===== config.mk =====
export PLATFORM = sky130hd
export DESIGN_NAME = supply_supervisor_watchdog
export DESIGN_NICKNAME = d
export VERILOG_FILES = /design/src/pkg/supply_supervisor_pkg.sv /design/src/hw/supply_supervisor_watchdog.sv
export VERILOG_INCLUDE_DIRS = /design/src /design/src/pkg
export SDC_FILE = /design/constraint.sdc
export NUM_CORES = 1
export LEC_CHECK = 0
export BUFFER_PORTS_ARGS = -buffer_cell sky130_fd_sc_hd__buf_2
export CORE_MARGIN = 3
export CORE_UTILIZATION = 40
export CTS_BUF_LIST = sky130_fd_sc_hd__clkbuf_8
export CTS_CLUSTER_SIZE = 28
export DETAILED_ROUTE_END_ITERATION = 8
export PLACE_DENSITY = 0.59
export SLEW_MARGIN = 5
export SYNTH_ARGS = -nofsm -noshare
export SYNTH_HDL_FRONTEND = slang
export SYNTH_SLANG_ARGS = --single-unit

===== constraint.sdc =====
create_clock -name clock -period 7.2 [get_ports clock]
set_input_delay 1.44 -clock clock [delete_from_list [all_inputs] [get_ports clock]]
set_output_delay 1.44 -clock clock [all_outputs]
set_load 0.01 [all_outputs]

===== src/pkg/supply_supervisor_defines.svh =====
// supervisor constants
// assumes a 50 MHz clock
`ifndef SUPPLY_SUPERVISOR_DEFINES_SVH
`define SUPPLY_SUPERVISOR_DEFINES_SVH

`define CLK_HZ 50000000
`define MS_PER_S 1000
`define SAVE_BUS_DELAY_MS 2
`define OSC_START_DELAY_MS 2
`define BUS_FILTER_MS 2
`define WD_PULSE_MS 1
`define CNT_W 25

// watchdog timeout and minimum period in ms, entry 15 first
`define WD_TIMEOUT_MS_TABLE {10'h20c, 10'h1ec, 10'h1cb, 10'h1aa, 10'h189, 10'h168, \
    10'h148, 10'h127, 10'h106, 10'h0e5, 10'h0c5, 10'h0a4, 10'h083, 10'h062, 10'h042, 10'h021}
`define WD_MIN_MS_TABLE {10'h01f, 10'h01e, 10'h01d, 10'h01b, 10'h019, 10'h017, \
    10'h014, 10'h012, 10'h010, 10'h00e, 10'h00c, 10'h00a, 10'h008, 10'h006, 10'h004, 10'h002}
`define WD_MS_W 10

`define ADDR_STATUS 4'h0
`define ADDR_WDOG 4'h4

`define ST_STATE_LSB 0
`define ST_TW 2
`define ST_SHUTDOWN 3
`define ST_BUS 4
`define ST_FILT 5
`define ST_ADJ 6
`define ST_V20 7
`define ST_OSC 8
`define WD_EN_BIT 0
`define WD_SEL_LSB 4

`define CODE_RESET 2'h0
`define CODE_STARTUP 2'h1
`define CODE_STANDBY 2'h2
`define CODE_NORMAL 2'h3

`define CLK_OFF 2'h0
`define CLK_INT4 2'h1
`define CLK_XTAL8 2'h2
`define CLK_XTAL16 2'h3

// synchroniser lanes
`define NSYNC 17
`define SY_F14 0
`define SY_F12 1
`define SY_F10 2
`define SY_F6V5 3
`define SY_FHI 4
`define SY_FLO 5
`define SY_B20 6
`define SY_BHI 7
`define SY_BLO 8
`define SY_FIXOK 9
`define SY_ADJOK 10
`define SY_V20OK 11
`define SY_TW 12
`define SY_TSD 13
`define SY_OSC 14
`define SY_RATE 15
`define SY_TRIM 16

`endif


===== src/pkg/supply_supervisor_pkg.sv =====
// supervisor types
// assumes nothing else
`default_nettype none
package supply_supervisor_pkg;
    typedef enum logic [1:0] {
        SUP_RESET,
        SUP_STARTUP,
        SUP_STANDBY,
        SUP_NORMAL
    } sup_state_t;
endpackage
`default_nettype wire


===== src/hw/supply_supervisor_watchdog.sv =====
// supervisor sequencer, watchdog, register slave
// assumes asynchronous comparator inputs
// Notes on behaviour
// [RQ1] save low under 14 V
// [RQ2] save low after 2 ms bus low
// [RQ3] host reset low under 12 V
// [RQ4] outputs pull low only
// [RQ5] thermal warning: save low, bit
// [RQ6] shutdown: reset, sticky flag, off
// [RQ7] shutdown gone: start-up, stand-by
// [RQ8] warning bit follows condition
// [RQ9] shutdown flag clears on read
// [RQ10] watchdog idle until enabled
// [RQ11] host refreshes before timeout
// [RQ12] bad refresh pulses host reset
// [RQ13] selector picks timeout pair
// [RQ14] reset: fixed buck on, 10 V
// [RQ15] rail up, trim read, stand-by
// [RQ16] oscillator 2 ms into stand-by
// [RQ17] rails need filtered high
// [RQ18] normal only when all good
// [RQ19] bus low: stand-by, save low
// [RQ20] low supply: rails off, reset
// [RQ21] host clock 4 MHz or selected
// [RQ22] rails kept unless rail fault
// [RQ23] reset state clears watchdog
`default_nettype none
`include "supply_supervisor_defines.svh"

module sync3 #(
    parameter int W = 1
) (
    input wire logic clock,
    input wire logic rst_n,
    input wire logic [W-1:0] d,
    output logic [W-1:0] q
);
    logic [W-1:0] s1_reg, s2_reg, s3_reg, q_reg;
    logic [W-1:0] q_next;
    always_comb
    begin
        q_next = q_reg;
        // a lane changes only once stages two and three agree
        for (int i = 0; i < W; i++)
        begin
            if (s2_reg[i] == s3_reg[i])
            begin
                q_next[i] = s3_reg[i];
            end
        end
    end
    always_ff @(posedge clock)
    begin
        if (!rst_n)
        begin
            s1_reg <= '0;
            s2_reg <= '0;
            s3_reg <= '0;
            q_reg <= '0;
        end
        else
        begin
            s1_reg <= d;
            s2_reg <= s1_reg;
            s3_reg <= s2_reg;
            q_reg <= q_next;
        end
    end
    assign q = q_reg;
endmodule

module supply_supervisor_watchdog #(
    parameter int CYCLES_PER_MS = `CLK_HZ / `MS_PER_S,
    parameter int SAVE_DELAY_CYC = `SAVE_BUS_DELAY_MS * CYCLES_PER_MS,
    parameter int OSC_DELAY_CYC = `OSC_START_DELAY_MS * CYCLES_PER_MS,
    parameter int BUS_FILTER_CYC = `BUS_FILTER_MS * CYCLES_PER_MS,
    parameter int WD_PULSE_CYC = `WD_PULSE_MS * CYCLES_PER_MS
) (
    input wire logic clock,
    input wire logic rst_n,
    input wire logic [3:0] address,
    input wire logic read,
    input wire logic write,
    input wire logic [31:0] writedata,
    input wire logic [3:0] byteenable,
    output logic [31:0] readdata,
    output logic waitrequest,
    input wire logic filteredAbove14v,
    input wire logic filteredAbove12v,
    input wire logic filteredAbove10v,
    input wire logic filteredAbove6v5,
    input wire logic filterHighThreshold,
    input wire logic filterLowThreshold,
    input wire logic busAbove20v,
    input wire logic busHighThreshold,
    input wire logic busLowThreshold,
    input wire logic fixedRailOk,
    input wire logic adjustableRailOk,
    input wire logic linear20vRailOk,
    input wire logic thermalWarning,
    input wire logic thermalShutdown,
    input wire logic oscRunning,
    input wire logic hostClockRateSel,
    input wire logic trimDone,
    output logic hostResetNOut,
    output logic hostResetNOe_n,
    output logic saveWarnNOut,
    output logic saveWarnNOe_n,
    output logic fixedBuckEn,
    output logic adjustableBuckEn,
    output logic linear20vEn,
    output logic oscEnable,
    output logic trimReadReq,
    output logic [1:0] hostClockMode,
    output logic hostSerialActive,
    output supply_supervisor_pkg::sup_state_t supState
);
    import supply_supervisor_pkg::*;

    logic [`NSYNC-1:0] sy;
    sync3 #(.W(`NSYNC)) u_sync (
        .clock(clock),
        .rst_n(rst_n),
        .d({trimDone, hostClockRateSel, oscRunning, thermalShutdown, thermalWarning,
            linear20vRailOk,
            adjustableRailOk, fixedRailOk, busLowThreshold, busHighThreshold, busAbove20v,
            filterLowThreshold, filterHighThreshold, filteredAbove6v5, filteredAbove10v,
            filteredAbove12v, filteredAbove14v}),
        .q(sy)
    );

    wire logic trimSync = sy[`SY_TRIM];
    wire logic thermal_shutdown = sy[`SY_TSD];
    wire logic tw = sy[`SY_TW];

    // one wait cycle per access
    logic wait_reg, wait_next;
    logic [31:0] rdata_reg, rdata_next;
    wire logic busReq = read | write;
    wire logic done = busReq & ~wait_reg;
    wire logic wrWdog = done & write & (address == `ADDR_WDOG) & byteenable[0];
    wire logic rdStatus = done & read & (address == `ADDR_STATUS);

    // sequencer state and status bits
    sup_state_t state_reg, state_next;
    logic fromNormal_reg, fromNormal_next;
    logic causeOsc_reg, causeOsc_next;
    logic causeRail_reg, causeRail_next;
    logic busBit_reg, busBit_next;
    logic filtBit_reg, filtBit_next;
    logic shutFlag_reg, shutFlag_next;
    logic fixedOn_reg, fixedOn_next;
    logic oscOn_reg, oscOn_next;
    logic [`CNT_W-1:0] stbyCnt_reg, stbyCnt_next;
    logic [`CNT_W-1:0] busLowCnt_reg, busLowCnt_next;
    logic [`CNT_W-1:0] b20Cnt_reg, b20Cnt_next;
    logic busLate_reg, busLate_next;

    // watchdog
    logic wdog_enable_reg, wdog_enable_next;
    logic [3:0] wdSel_reg, wdSel_next;
    logic [`CNT_W-1:0] wdCnt_reg, wdCnt_next;
    logic [`CNT_W-1:0] wdPulse_reg, wdPulse_next;

    // outputs
    logic hostRstDrv_reg, hostRstDrv_next;
    logic saveDrv_reg, saveDrv_next;
    logic adjOn_reg, adjOn_next;
    logic trimReq_reg, trimReq_next;
    logic [1:0] clkMode_reg, clkMode_next;
    logic serial_reg, serial_next;

    logic [1:0] stateCode;
    logic [`WD_MS_W-1:0] toMs, minMs;
    logic [`CNT_W-1:0] toCyc, minCyc;
    logic normalOk;

    localparam logic [16*`WD_MS_W-1:0] TO_TABLE = `WD_TIMEOUT_MS_TABLE;
    localparam logic [16*`WD_MS_W-1:0] MIN_TABLE = `WD_MIN_MS_TABLE;
    localparam logic [`CNT_W-1:0] SAVE_DLY = `CNT_W'(SAVE_DELAY_CYC);
    localparam logic [`CNT_W-1:0] OSC_DLY = `CNT_W'(OSC_DELAY_CYC);
    localparam logic [`CNT_W-1:0] BUS_FLT = `CNT_W'(BUS_FILTER_CYC);
    localparam logic [`CNT_W-1:0] WD_PULSE = `CNT_W'(WD_PULSE_CYC);
    localparam logic [`CNT_W-1:0] CYC_MS = `CNT_W'(CYCLES_PER_MS);

    always_comb
    begin
        toMs = TO_TABLE[wdSel_reg*`WD_MS_W +: `WD_MS_W]; // RQ13
        minMs = MIN_TABLE[wdSel_reg*`WD_MS_W +: `WD_MS_W]; // RQ13
        toCyc = `CNT_W'(toMs * CYC_MS);
        minCyc = `CNT_W'(minMs * CYC_MS);
        case (state_reg)
            SUP_RESET: stateCode = `CODE_RESET;
            SUP_STARTUP: stateCode = `CODE_STARTUP;
            SUP_STANDBY: stateCode = `CODE_STANDBY;
            SUP_NORMAL: stateCode = `CODE_NORMAL;
            default: stateCode = `CODE_RESET;
        endcase
        normalOk = sy[`SY_OSC] & ~tw & ~thermal_shutdown & busBit_reg & filtBit_reg
            & sy[`SY_ADJOK] & sy[`SY_V20OK]; // RQ18
    end

    // register slave
    always_comb
    begin
        wait_next = 1'b1;
        rdata_next = rdata_reg;
        if (busReq & wait_reg)
        begin
            wait_next = 1'b0;
            rdata_next = 32'h0;
            if (address == `ADDR_STATUS)
            begin
                rdata_next[`ST_STATE_LSB +: 2] = stateCode;
                rdata_next[`ST_TW] = tw; // RQ8
                rdata_next[`ST_SHUTDOWN] = shutFlag_reg;
                rdata_next[`ST_BUS] = busBit_reg;
                rdata_next[`ST_FILT] = filtBit_reg;
                rdata_next[`ST_ADJ] = sy[`SY_ADJOK];
                rdata_next[`ST_V20] = sy[`SY_V20OK];
                rdata_next[`ST_OSC] = sy[`SY_OSC];
            end
            else if (address == `ADDR_WDOG)
            begin
                rdata_next[`WD_EN_BIT] = wdog_enable_reg;
                rdata_next[`WD_SEL_LSB +: 4] = wdSel_reg;
            end
        end
    end

    // sequencer
    always_comb
    begin
        state_next = state_reg;
        fromNormal_next = fromNormal_reg;
        causeOsc_next = causeOsc_reg;
        causeRail_next = causeRail_reg;
        busBit_next = busBit_reg;
        filtBit_next = filtBit_reg;
        fixedOn_next = fixedOn_reg;
        oscOn_next = oscOn_reg;
        stbyCnt_next = stbyCnt_reg;
        trimReq_next = 1'b0;
        // set wins over the clearing read
        shutFlag_next = shutFlag_reg;
        if (rdStatus & ~thermal_shutdown)
        begin
            shutFlag_next = 1'b0; // RQ9
        end
        if (thermal_shutdown)
        begin
            shutFlag_next = 1'b1; // RQ6
        end
        if (sy[`SY_FHI])
        begin
            filtBit_next = 1'b1;
        end
        else if (!sy[`SY_FLO])
        begin
            filtBit_next = 1'b0;
        end
        // bus low filter
        busLowCnt_next = '0;
        if (!sy[`SY_BLO])
        begin
            busLowCnt_next = (busLowCnt_reg == BUS_FLT) ? busLowCnt_reg : busLowCnt_reg + 1'b1;
        end
        if (busLowCnt_reg == BUS_FLT)
        begin
            busBit_next = 1'b0; // RQ19
        end
        else if (sy[`SY_BHI] & (state_reg != SUP_RESET) & (state_reg != SUP_STARTUP))
        begin
            busBit_next = 1'b1;
        end
        if (stbyCnt_reg != OSC_DLY)
        begin
            stbyCnt_next = stbyCnt_reg + 1'b1;
        end
        case (state_reg)
            SUP_RESET:
            begin
                oscOn_next = 1'b0;
                busBit_next = 1'b0;
                fixedOn_next = 1'b0;
                if (!thermal_shutdown & sy[`SY_F10])
                begin
                    fixedOn_next = 1'b1; // RQ14
                    state_next = SUP_STARTUP; // RQ7
                end
            end
            SUP_STARTUP:
            begin
                busBit_next = 1'b0;
                if (sy[`SY_FIXOK] & !trimSync)
                begin
                    trimReq_next = 1'b1; // RQ15
                end
                if (sy[`SY_FIXOK] & trimSync)
                begin
                    state_next = SUP_STANDBY; // RQ15
                    busBit_next = sy[`SY_BHI]; // RQ15
                    fromNormal_next = 1'b0;
                    causeOsc_next = 1'b0;
                    causeRail_next = 1'b0;
                    stbyCnt_next = '0;
                end
            end
            SUP_STANDBY:
            begin
                if (stbyCnt_reg == OSC_DLY)
                begin
                    oscOn_next = 1'b1; // RQ16
                    // rail fault hold lasts one delay, then a retry
                    causeRail_next = 1'b0;
                end
                if (normalOk)
                begin
                    state_next = SUP_NORMAL; // RQ18
                end
            end
            SUP_NORMAL:
            begin
                if (!normalOk)
                begin
                    state_next = SUP_STANDBY; // RQ19
                    fromNormal_next = 1'b1;
                    causeOsc_next = ~sy[`SY_OSC];
                    causeRail_next = ~sy[`SY_ADJOK] | ~sy[`SY_V20OK];
                    stbyCnt_next = '0;
                end
            end
            default: state_next = SUP_RESET;
        endcase
        if (!sy[`SY_F6V5])
        begin
            fixedOn_next = 1'b0; // RQ20
        end
        if ((!fixedOn_reg & !sy[`SY_FIXOK] & (state_reg != SUP_RESET)) | thermal_shutdown)
        begin
            state_next = SUP_RESET; // RQ6 RQ20
            fixedOn_next = 1'b0; // RQ6
            oscOn_next = 1'b0;
        end
    end

    // watchdog window measured from the last enable write, refresh or timeout
    always_comb
    begin
        wdog_enable_next = wdog_enable_reg;
        wdSel_next = wdSel_reg;
        wdCnt_next = wdCnt_reg;
        wdPulse_next = (wdPulse_reg != '0) ? wdPulse_reg - 1'b1 : wdPulse_reg;
        if (wdog_enable_reg)
        begin
            wdCnt_next = wdCnt_reg + 1'b1;
            if (wdCnt_reg >= toCyc)
            begin
                wdPulse_next = WD_PULSE; // RQ12
                wdCnt_next = '0;
            end
        end
        if (wrWdog)
        begin
            wdSel_next = writedata[`WD_SEL_LSB +: 4];
            wdog_enable_next = writedata[`WD_EN_BIT];
            wdCnt_next = '0; // RQ10
            if (wdog_enable_reg & writedata[`WD_EN_BIT] & (wdCnt_reg < minCyc))
            begin
                wdPulse_next = WD_PULSE; // RQ12
            end
        end
        if (state_reg == SUP_RESET)
        begin
            wdog_enable_next = 1'b0; // RQ23
            wdCnt_next = '0; // RQ23
        end
    end

    // output drive
    always_comb
    begin
        b20Cnt_next = '0;
        if (!sy[`SY_B20])
        begin
            b20Cnt_next = (b20Cnt_reg == SAVE_DLY) ? b20Cnt_reg : b20Cnt_reg + 1'b1;
        end
        busLate_next = (b20Cnt_reg == SAVE_DLY);
        hostRstDrv_next = (state_next == SUP_RESET) | (state_next == SUP_STARTUP)
            | ~sy[`SY_F12] // RQ3
            | (wdPulse_next != '0); // RQ12
        saveDrv_next = ~sy[`SY_F14] // RQ1
            | busLate_next // RQ2
            | tw // RQ5
            | (state_next != SUP_NORMAL); // RQ18 RQ19
        adjOn_next = filtBit_next & ((state_next == SUP_NORMAL)
            | ((state_next == SUP_STANDBY) & ~(fromNormal_next & causeRail_next))); // RQ17 RQ22
        if (!sy[`SY_FLO])
        begin
            adjOn_next = 1'b0; // RQ20
        end
        clkMode_next = `CLK_OFF;
        if ((state_next == SUP_NORMAL)
            | ((state_next == SUP_STANDBY) & fromNormal_next & ~causeOsc_next))
        begin
            clkMode_next = sy[`SY_RATE] ? `CLK_XTAL16 : `CLK_XTAL8; // RQ21
        end
        else if (state_next == SUP_STANDBY)
        begin
            clkMode_next = `CLK_INT4; // RQ21
        end
        serial_next = (state_next == SUP_STANDBY) | (state_next == SUP_NORMAL); // RQ22
    end

    always_ff @(posedge clock)
    begin
        if (!rst_n)
        begin
            wait_reg <= 1'b1;
            rdata_reg <= 32'h0;
            state_reg <= SUP_RESET;
            fromNormal_reg <= 1'b0;
            causeOsc_reg <= 1'b0;
            causeRail_reg <= 1'b0;
            busBit_reg <= 1'b0;
            filtBit_reg <= 1'b0;
            shutFlag_reg <= 1'b0;
            fixedOn_reg <= 1'b0;
            oscOn_reg <= 1'b0;
            stbyCnt_reg <= '0;
            busLowCnt_reg <= '0;
            b20Cnt_reg <= '0;
            busLate_reg <= 1'b0;
            wdog_enable_reg <= 1'b0;
            wdSel_reg <= 4'h0;
            wdCnt_reg <= '0;
            wdPulse_reg <= '0;
            hostRstDrv_reg <= 1'b1;
            saveDrv_reg <= 1'b1;
            adjOn_reg <= 1'b0;
            trimReq_reg <= 1'b0;
            clkMode_reg <= `CLK_OFF;
            serial_reg <= 1'b0;
        end
        else
        begin
            wait_reg <= wait_next;
            rdata_reg <= rdata_next;
            state_reg <= state_next;
            fromNormal_reg <= fromNormal_next;
            causeOsc_reg <= causeOsc_next;
            causeRail_reg <= causeRail_next;
            busBit_reg <= busBit_next;
            filtBit_reg <= filtBit_next;
            shutFlag_reg <= shutFlag_next;
            fixedOn_reg <= fixedOn_next;
            oscOn_reg <= oscOn_next;
            stbyCnt_reg <= stbyCnt_next;
            busLowCnt_reg <= busLowCnt_next;
            b20Cnt_reg <= b20Cnt_next;
            busLate_reg <= busLate_next;
            wdog_enable_reg <= wdog_enable_next;
            wdSel_reg <= wdSel_next;
            wdCnt_reg <= wdCnt_next;
            wdPulse_reg <= wdPulse_next;
            hostRstDrv_reg <= hostRstDrv_next;
            saveDrv_reg <= saveDrv_next;
            adjOn_reg <= adjOn_next;
            trimReq_reg <= trimReq_next;
            clkMode_reg <= clkMode_next;
            serial_reg <= serial_next;
        end
    end

    // open drain: data always low, only the enable moves
    logic odLow_reg;
    always_ff @(posedge clock)
    begin
        odLow_reg <= 1'b0; // RQ4
    end

    assign readdata = rdata_reg;
    assign waitrequest = wait_reg;
    assign hostResetNOut = odLow_reg;
    assign hostResetNOe_n = ~hostRstDrv_reg; // RQ4
    assign saveWarnNOut = odLow_reg;
    assign saveWarnNOe_n = ~saveDrv_reg; // RQ4
    assign fixedBuckEn = fixedOn_reg;
    assign adjustableBuckEn = adjOn_reg;
    assign linear20vEn = adjOn_reg;
    assign oscEnable = oscOn_reg;
    assign trimReadReq = trimReq_reg;
    assign hostClockMode = clkMode_reg;
    assign hostSerialActive = serial_reg;
    assign supState = state_reg;
endmodule
`default_nettype wire


# --- Word-level counts from Yosys, hierarchy flattened ---
# Index checks and enable logic that the tools add are counted.
word_totals:
  register_bits: 225
  inputBits: 61
  output_inout_bits: 47
op_classes:
  n_eq_ne: 31
  shifts: 2
  n_mux: 49
  multipliers: 3
  order_cmp: 2
  add_sub_neg: 5
  bitwise: 54
  n_reduce_logical: 22
op_table:
  columns: ["operator", "n"]
  rows:
  - ["indexed part select 160 x 9 -> 10 bit (first input constant)", 2]
  - ["2-to-1 mux 25 bit", 9]
  - ["adder 25 x 1 -> 25 bit (second input constant)", 4]
  - ["== test 25 x 17 -> 1 bit (second input constant)", 3]
  - ["case mux 25 bit (2 select lines)", 1]
  - ["nonzero test 25 bit", 2]
  - ["multiplier 10 x 12 -> 21 bit (second input constant)", 2]
  - ["bitwise AND 1 bit", 28]
  - ["greater-or-equal comparator 25 bit", 1]
  - ["less-than comparator 25 bit", 1]
  - ["inequality test 25 x 17 -> 1 bit (second input constant)", 1]
  - ["subtractor 25 x 1 -> 25 bit (second input constant)", 1]
  - ["2-to-1 mux 1 bit", 23]
  - ["== test 1 bit", 17]
  - ["case mux 2 bit (4 select lines)", 2]
  - ["NOT 1 bit", 14]
  - ["2-to-1 mux 2 bit", 6]
  - ["OR 1 bit", 12]
  - ["== test 2 bit (second input constant)", 4]
  - ["2-to-1 mux 4 bit", 2]
  - ["case mux 1 bit (2 select lines)", 4]
  - ["OR reduction 2 bit", 4]
  - ["multiplier 4 x 3 -> 7 bit (second input constant)", 1]
  - ["AND reduction 2 bit", 3]
  - ["12 further kinds", 21]

# --- Longest topological paths before layout ---
# Gate-level depths: netlist of the first run.
depth:
  ltp_word: 15
  ltp_mapped: 29
  mapped_depth_nobuf: 28

# --- Modules after synthesis ---
# Synthesis of the first run repeated with hierarchy kept, for this count alone.
hier_totals:
  cells_unflattened: 1450
  hier_area_um2: 12832.3
modules_own_cells:
  columns: ["mod", "area_each_um2", "seq_area_each_um2", "cells_each", "instances"]
  rows:
  - ["supply_supervisor_watchdog", 10825.4, 3143.0, 1273, 1]
  - ["sync3", 2006.9, 1361.3, 177, 1]

# --- Worst setup path after synthesis of the first run ---
# No wires, ideal clock.
synth_path:
  path_kind: "reg2reg"
  from: "register wdSel_reg[3]"
  to: "register wdPulse_reg[11]"
  arrival_ps: 6055
  period_less_slack_ps: 6120
  path_stages_with_launch: 27
  path_buffers: 2
  path_slack_ps: 1080
  cell_sequence: "dfxtp_1 buf_1 nand2_1 o21a_1 ha_1 ha_1 inv_1 fa_1 inv_1 fa_1 ha_1 ha_1 a21o_1 a21oi_1 o21ai_0 o311a_1 o21a_1 or2_2 ha_1 a21o_1 a21o_1 a21oi_1 nand4_1 nand2_1 o211ai_2 clkbuf_1 nor2_1"
synth_between:
  elab_chain_cells: 8
synth_lines:
  columns: ["item", "line_no", "rtl"]
  rows:
  - ["from (decl)", "supply_supervisor_watchdog.sv:161", "logic [3:0] wdSel_reg, wdSel_next;"]
  - ["from (signal assigned)", "supply_supervisor_watchdog.sv:463", "wdSel_reg <= wdSel_next;"]
  - ["multiplier 4 x 3 -> 7 bit (no source line) *", null, null]
  - ["indexed part select 160 x 9 -> 10 bit", "supply_supervisor_watchdog.sv:188", "toMs = TO_TABLE[wdSel_reg*`WD_MS_W +: `WD_MS_W];"]
  - ["multiplier 10 x 12 -> 21 bit", "supply_supervisor_watchdog.sv:190", "toCyc = `CNT_W'(toMs * CYC_MS);"]
  - ["greater-or-equal comparator 25 bit", "supply_supervisor_watchdog.sv:357", "if (wdCnt_reg >= toCyc)"]
  - ["2-to-1 mux 25 bit", "supply_supervisor_watchdog.sv:357", null]
  - ["2-to-1 mux 25 bit", "supply_supervisor_watchdog.sv:354", "if (wdog_enable_reg)"]
  - ["2-to-1 mux 25 bit", "supply_supervisor_watchdog.sv:368", "if (wdog_enable_reg & writedata[`WD_EN_BIT] & (wdCnt_reg < minCyc))"]
  - ["2-to-1 mux 25 bit *", "supply_supervisor_watchdog.sv:363", "if (wrWdog)"]
  - ["to (signal assigned)", "supply_supervisor_watchdog.sv:465", "wdPulse_reg <= wdPulse_next;"]
  - ["to (decl)", "supply_supervisor_watchdog.sv:163", "logic [`CNT_W-1:0] wdPulse_reg, wdPulse_next;"]
# Every way passes the cells marked *; elsewhere a longest branch is shown, timed or not.
# A chain may end at the register's enable or synchronous reset.

# --- Worst setup path after layout of the first run ---
layout_path:
  from: "register wdSel_reg[0]"
  to: "register hostRstDrv_reg"
layout_between:
  elab_chain_cells: 10
layout_lines:
  columns: ["item", "line_no", "rtl"]
  rows:
  - ["multiplier 4 x 3 -> 7 bit (no source line) *", null, null]
  - ["indexed part select 160 x 9 -> 10 bit", "supply_supervisor_watchdog.sv:188", null]
  - ["multiplier 10 x 12 -> 21 bit", "supply_supervisor_watchdog.sv:190", null]
  - ["greater-or-equal comparator 25 bit", "supply_supervisor_watchdog.sv:357", null]
  - ["2-to-1 mux 25 bit", "supply_supervisor_watchdog.sv:357", null]
  - ["2-to-1 mux 25 bit", "supply_supervisor_watchdog.sv:354", null]
  - ["2-to-1 mux 25 bit", "supply_supervisor_watchdog.sv:368", null]
  - ["2-to-1 mux 25 bit *", "supply_supervisor_watchdog.sv:363", null]
  - ["nonzero test 25 bit *", "supply_supervisor_watchdog.sv:391", "| (wdPulse_next != '0);"]
  - ["OR 1 bit *", "supply_supervisor_watchdog.sv:389", "hostRstDrv_next = (state_next == SUP_RESET) | (state_next == SUP_STARTUP)"]
  - ["to (signal assigned)", "supply_supervisor_watchdog.sv:466", "hostRstDrv_reg <= hostRstDrv_next;"]
  - ["to (decl)", "supply_supervisor_watchdog.sv:166", "logic hostRstDrv_reg, hostRstDrv_next;"]
# Marked as above.

==> results.ini, run 1 <==
[outcome]
status = complete, no violations

[setup_path]
cp_top_family = adder cells
startpoint = wdSel_reg[0]
r2r-end = hostRstDrv_reg
critPathRequiredTime_ns = 7.57
critPathLaunchType = flip-flop
crit_path_end = hostRstDrv_reg
cp_max_fo = 6
r2r_start = wdSel_reg[0]
r2r_slack_ns = 0.37
critPathMostFrequentCell = ha_1
rr_worst_depth = 26
max_stage_delay_ns = 0.49
cp-end-kind = flip-flop
cp_data_arrival_time_ns = 7.20
cp_slowest_cell = fa_1
path_depth = 26
path_class = flip-flop to flip-flop
path_buf_inv = 4

[global_route]
grt_max_degree = 62
first_global_vias = 9587
track_usage_pct = 16.2
grt.overflow.total = 0
antenna_found_initial = 0
grt_pass1_wl_mm = 46.5

[synthesis]
synth_edf_count = 0
synthFlopType = dfxtp_1
ys_seq_area_share_pct = 34.9
synthArstFlopShare_pct = 0
syn_area_per_cell_um2 = 8.77
syn_inst = 1472
synth_cell_types = 70
ys_warn_count = 0
ys_ff_latch = 225
syn-cell-area_um2 = 12900

[power_and_ir_drop]
finalPower_w = 0.00327
ir_drop_mv = 0.131
leakage_nw = 6.11
power.density_nw_per_um2 = 228

[sta]
worst_slew_pin_slew_ns = 1.18
hold_viol_final = 0
setup_viol = 0
fmax_mhz = 147
period_share_pct = 94.8
period_minus_slack_ns = 6.83
maxSlewViolCount = 0
rsz0062_at_grt = no
finalSetupTns_ns = 0
slew_headroom_pct = 20.8
skew_ns = 0.0223

[layout]
mostFrequentLayoutCell = dfxtp_1
stdcell_count = 1973
final_cell_mix = dfxtp_1, nor2_1, ha_1
fin_area_um2 = 14300
area_delta_synth_final_pct = 11.2
nNetsFinal = 1768
fin_util_pct = 45.3
drive_gt1_share_pct = 9.17
diodes = 0
fillCellCount = 3060

[floorplanning]
core_area_um2 = 31600
start_util_pct = 40.8
die_h_um = 186
std_cell_rows = 65
io_pins = 108
die_x_um = 186
die-area_um2 = 34400

[worst_hold_path]
whs_path_depth = 1
min_path_type = flip-flop to flip-flop

[placement]
dp_hpwl_mm = 20.7
port_buffers = 52
gp_congestion = 0.804
placedCellCount = 1902
place_area_um2 = 13500

[route]
final_antenna_net_count = 0
wl_per_cell_um = 14.2
avgViaCountPerCell = 5.09
drc = 0
vias = 10000
firstDrtPassIters = 5
first_iter_violations = 511
routed_wl_mm = 28.0

[flow_run]
cap_violations = 0

[cts]
root_buffer = clkbuf_8
hold_buffers = 0
htreeDepth = 2
cts.clk_slew.worst_paths_ns = 0.06
cts_max_path_buffers = 3
clkSinkCount = 225
cts_buffers = 40
insertion_delay_ns = 0.54
cts_tree = yes

[worst min path at each step]
| stage | start | end |
|---|---|---|
| 2_1_floorplan | u_sync.q[0] | saveDrv_reg |
| 3_3_place_gp | u_sync.q[0] | saveDrv_reg |
| 6_report | u_sync.q[0] | saveDrv_reg |
| 3_5_place_dp | u_sync.q[0] | saveDrv_reg |
| 5_1_grt | u_sync.q[0] | saveDrv_reg |
| 4_1_cts | u_sync.q[0] | saveDrv_reg |
[synthesized netlist by cell type (all sizes together) (5+ instances only)]
| cell | number | area share, % |
|---|---|---|
| dfxtp | 225 | 35 |
| nor2 | 189 | 5.5 |
| ha | 149 | 14 |
| inv | 99 | 2.9 |
| nand2 | 80 | 2.3 |
| xor2 | 73 | 5.0 |
| a21oi | 68 | 2.6 |
| xnor2 | 63 | 4.3 |
| and2 | 62 | 3.0 |
| nand3 | 56 | 2.3 |
| o21ai | 51 | 2.0 |
| nand4 | 35 | 1.7 |
| nor3 | 32 | 1.2 |
| clkbuf | 31 | 0.90 |
| buf | 30 | 1.8 |
| nor4 | 21 | 1.1 |
| and3 | 19 | 0.92 |
| fa | 16 | 2.5 |
| or3 | 16 | 0.78 |
| a21o | 14 | 0.81 |
| mux2i | 14 | 1.1 |
| a31oi | 11 | 0.53 |
| nor4b | 9 | 0.61 |
| o21a | 9 | 0.52 |
| and4 | 8 | 0.54 |
| or2 | 7 | 0.34 |
| a211oi | 6 | 0.35 |
| a221oi | 5 | 0.34 |
| nand2b | 5 | 0.24 |
| nor2b | 5 | 0.24 |
[through the flow]
| stage | hold WS, ns | setup slack [ns] |
|---|---|---|
| 2_1_floorplan | 0.380 | 1.08 |
| 3_3_place_gp | 0.400 | 0.325 |
| 3_5_place_dp | 0.401 | 0.335 |
| 4_1_cts | 0.418 | 0.197 |
| 5_1_grt | 0.434 | 0.0520 |
| 6_report | 0.412 | 0.374 |
[layout make-up]
cell class	instances	area [um^2]	area share [%]
clock buffer	47	647	4.51
timing repair buffer	65	358	2.49
sequential	225	4510	31.4
tap	402	503	3.51
inverter	99	372	2.59
multi-input combinational	1111	7790	54.3
clock inverter	24	170	1.19
[timing repair]
item / CTS / global route
endpoints found under the hold margin: 0 / 0
resized for setup: 0 / 3
setup buffers: 0 / 0
setup endpoints to repair: 0 / 48
[report_power, final]
part           switching (W)  internal (W)  leakage [nW]  total, W
clock               0.000528      0.000671         0.464   0.00120
combinational       0.000392      0.000277          3.81  0.000669
sequential         0.0000777       0.00132          1.83   0.00140
total               0.000998       0.00227          6.11   0.00327
[per-layer routing]
metal | GRT usage (%) | wire (um)
met3 | 2.85 | 996
met4 | 4.32 | 529
met5 | 0 | 0
met1 | 22.1 | 14000
met2 | 26.5 | 12500
[cell families (layout without fill, tap and decap cells)]
| kind of cell | after synthesis | count (layout) | share of synthesized area [%] |
|---|---|---|---|
| and+or+nand+nor | 565 | 565 | 22.2 |
| DFF | 225 | 225 | 34.9 |
| AOI/OAI and AO/OA | 205 | 205 | 9.94 |
| adders and majority gates | 165 | 165 | 16.9 |
| buffers and inverters | 160 | 235 | 5.54 |
| xor gates and xnor gates | 136 | 136 | 9.23 |
| muxes | 15 | 15 | 1.17 |
| other | 1 | 25 | 0.0291 |
(Power assumes the default switching activity.)
==> run 2: changes to the inputs <==
Settings changed: ABC_AREA set to 1.
==> run 2 against run 1 <==
Sequential cell count unchanged. Core utilization about the same. Non-clock buffer count decreased by 1. Critical path type unchanged. Critical endpoint unchanged.
==> results.ini, run 2 <==
[placement]
dp_hpwl_mm = 24.2  ; +17%
gp_congestion = 0.852  ; +6.0%
port_buffers = 52  ; unchanged
place_area_um2 = 14500  ; +7.0%

[worst_hold_path]
whs_path_depth = 2  ; +1
min_to = u_sync.s2_reg[16]
hp-start = u_sync.s1_reg[16]
min_path_type = flip-flop to flip-flop

[power_and_ir_drop]
power.density_nw_per_um2 = 237  ; +4.2%
swShare_pct = 35.1  ; +4.5 points
p_sw_w = 0.00127  ; +28%
leakage_nw = 7.31  ; +20%
p_seq_share_pct = 38.7  ; -4.1 points
ir_drop_mv = 0.156  ; +19%
finalPower_w = 0.00364  ; +11%
power_frac_clock_pct = 33.6  ; -3.1 points
p_int_w = 0.00236  ; +4.0%
combPwrFrac_pct = 27.7  ; +7.2 points

[cts]
root_buffer = clkbuf_8
htreeDepth = 2  ; unchanged
post_cts_buffers = 0  ; unchanged
cts.clk_slew.worst_paths_ns = 0.06  ; about the same
post_cts_resize_count = 0  ; unchanged
clkSinkCount = 225  ; unchanged
cts_buffers = 39  ; -2.5%
cts_max_path_buffers = 3  ; unchanged
cts_tree = yes
insertion_delay_ns = 0.54  ; about the same
hold_buffers = 0  ; unchanged

[synthesis]
synthAdderAreaFrac_pct = 15.8  ; -1.1 points
synth_common_cells = nand2_1, inv_1, nor2_1
synthXorXnorAreaFrac_pct = 3.81  ; -5.4 points
synth_compound_area_share_pct = 11.2  ; +1.2 points
yosysTopAreaCellShare_pct = 32.6  ; -2.3 points
synth_top_family_by_area = simple AND/OR/NAND/NOR gates
synth_edf_count = 0  ; unchanged
yosysMostFrequentCell = nand2_1
ys_seq_area_share_pct = 32.6  ; -2.3 points
yosysTopAreaCell = dfxtp_1
synthArstFlopShare_pct = 0  ; unchanged
syn_inst = 1876  ; +27%
synthFlopType = dfxtp_1
synth_area_leaders = dfxtp_1, ha_1, nand2_1, inv_1, nor2_1
ys_warn_count = 0  ; unchanged
synth_cell_types = 53  ; -24%
ys_ff_latch = 225  ; unchanged
syn_area_per_cell_um2 = 7.35  ; -16%
synthMuxAreaShare_pct = 0  ; -1.2 points
syn-cell-area_um2 = 13800  ; +6.9%
synth_simple_gate_area_share_pct = 26.3  ; +4.0 points

[sta]
maxSlewViolCount = 0  ; unchanged
hold_viol_final = 0  ; unchanged
finalSetupTns_ns = 0  ; unchanged
fmax_mhz = 155  ; +6.0%
skew_ns = 0.0220  ; -0.000277 ns
setup_viol = 0  ; unchanged
slew_headroom_pct = 44.8  ; +24 points
period_minus_slack_ns = 6.44  ; -0.384 ns
period_share_pct = 89.5  ; -5.3 points
worst_slew_pin_slew_ns = 0.824  ; -0.354 ns
rsz0062_at_grt = no

[setup_path]
cp_max_fo = 8  ; +2
cp_slowest_cell = fa_1
cp-end-kind = flip-flop
r2r_slack_ns = 0.76  ; +0.38 ns
critPathMostFrequentCell = nand2_1
path_class = flip-flop to flip-flop
r2r-end = hostRstDrv_reg
critPathRequiredTime_ns = 7.59  ; +0.02 ns
rr_worst_depth = 34  ; +31%
r2r_start = wdSel_reg[1]
critPathLaunchType = flip-flop
max_stage_delay_ns = 0.50  ; about the same
cp_data_arrival_time_ns = 6.83  ; -0.37 ns

[floorplanning]
std_cell_rows = 67  ; +3.1%
io_pins = 108  ; unchanged
die_h_um = 192  ; +3.3%
core_area_um2 = 33800  ; +6.8%
start_util_pct = 40.8  ; +0.056 points
die_x_um = 192  ; +3.3%
die-area_um2 = 36800  ; +6.7%

[global_route]
track_usage_pct = 17.2  ; +0.99 points
grt.overflow.total = 0  ; unchanged
grt_max_degree = 85  ; +37%
grt_pass1_wl_mm = 53.0  ; +14%
antenna_found_initial = 0  ; unchanged
first_global_vias = 11300  ; +17%

[route]
routed_wl_mm = 31.4  ; +12%
avgViaCountPerCell = 4.84  ; -4.9%
vias = 11800  ; +17%
wl_per_cell_um = 12.9  ; -9.0%
drc = 0  ; unchanged
firstDrtPassIters = 5  ; unchanged
first_iter_violations = 539  ; +5.5%
final_antenna_net_count = 0  ; unchanged

[layout]
fin_area_um2 = 15300  ; +6.7%
mostFrequentLayoutCell = nand2_1
drive_gt1_share_pct = 9.38  ; +0.21 points
diodes = 0  ; unchanged
final_cell_mix = nand2_1, inv_1, nor2_1
nNetsFinal = 2179  ; +23%
area_delta_synth_final_pct = 11.0

[flow_run]
cap_violations = 0  ; unchanged

[outcome]
status = complete, no violations

==> run 2: how the worst max path moves through the flow <==
stage	from	end	slack [ns]	depth (start not counted)
2_1_floorplan	wdSel_reg[0]	wdPulse_reg[11]	1.54	33
3_3_place_gp	wdSel_reg[1]	hostRstDrv_reg	0.79	33
3_5_place_dp	wdSel_reg[1]	hostRstDrv_reg	0.73	35
4_1_cts	wdSel_reg[1]	hostRstDrv_reg	0.72	35
5_1_grt	wdSel_reg[1]	hostRstDrv_reg	0.21	33
6_report	wdSel_reg[1]	hostRstDrv_reg	0.76	34
==> run 2: metal layers <==
metal,vias to the layer above,share of wire [%],track usage (%)
met5,-,0,0
met3,50,4.0,2.68
li1,6236,-,-
met2,189,46,29.0
met4,0,1.9,4.43
met1,5293,48,22.9
==> run 2: cells by family after synthesis <==
logic type,Yosys count
AOI/OAI and AO/OA,281
and+or+nand+nor,803
xor gates and xnor gates,60
other,1
buffers and inverters,341
adders and majority gates,165
DFF,225
==> run 2: power by group through the flow <==
stage	Combinational [W]	Clock [W]	Sequential, W
global placement	0.000990	0	0.00143
CTS	0.00100	0.00126	0.00140
floorplan	0.000817	0	0.00141
detailed placement	0.000998	0	0.00143
global route	0.00115	0.00132	0.00142
finish	0.00101	0.00122	0.00141
==> run 2: final cells by class <==
class / instances / area [um^2]
clock buffers: 51 / 702
clock inverters: 21 / 143
fillers: 3431 / 18500
inverters: 289 / 1080
multi-input cells: 1334 / 7970
flip-flops and latches: 225 / 4500
well taps: 448 / 561
repair buffers: 64 / 350
==> run 2: worst max-delay path, delay by kind of cell (launching register included) <==
kind | cells | cell delay, ns
AO/OA/AOI/OAI | 5 | 0.99
adder cells (fa/ha/maj) | 8 | 2.28
AND/OR/NAND/NOR | 14 | 1.88
flip-flops | 1 | 0.37
XOR/XNOR | 1 | 0.19
buffers and inverters | 6 | 0.57
==> run 2: per-stage QoR <==
step                      hold slack [ns]  util (%)  setup WS (ns)  cells
final                               0.405      45.3          0.758   2432
after global routing                0.418      45.3          0.206   2432
after CTS                           0.403      45.3          0.724   2432
after detailed placement            0.397      42.8          0.732   2360
after global placement              0.393      42.8          0.793   2360
after floorplan                     0.390         -           1.54   1900
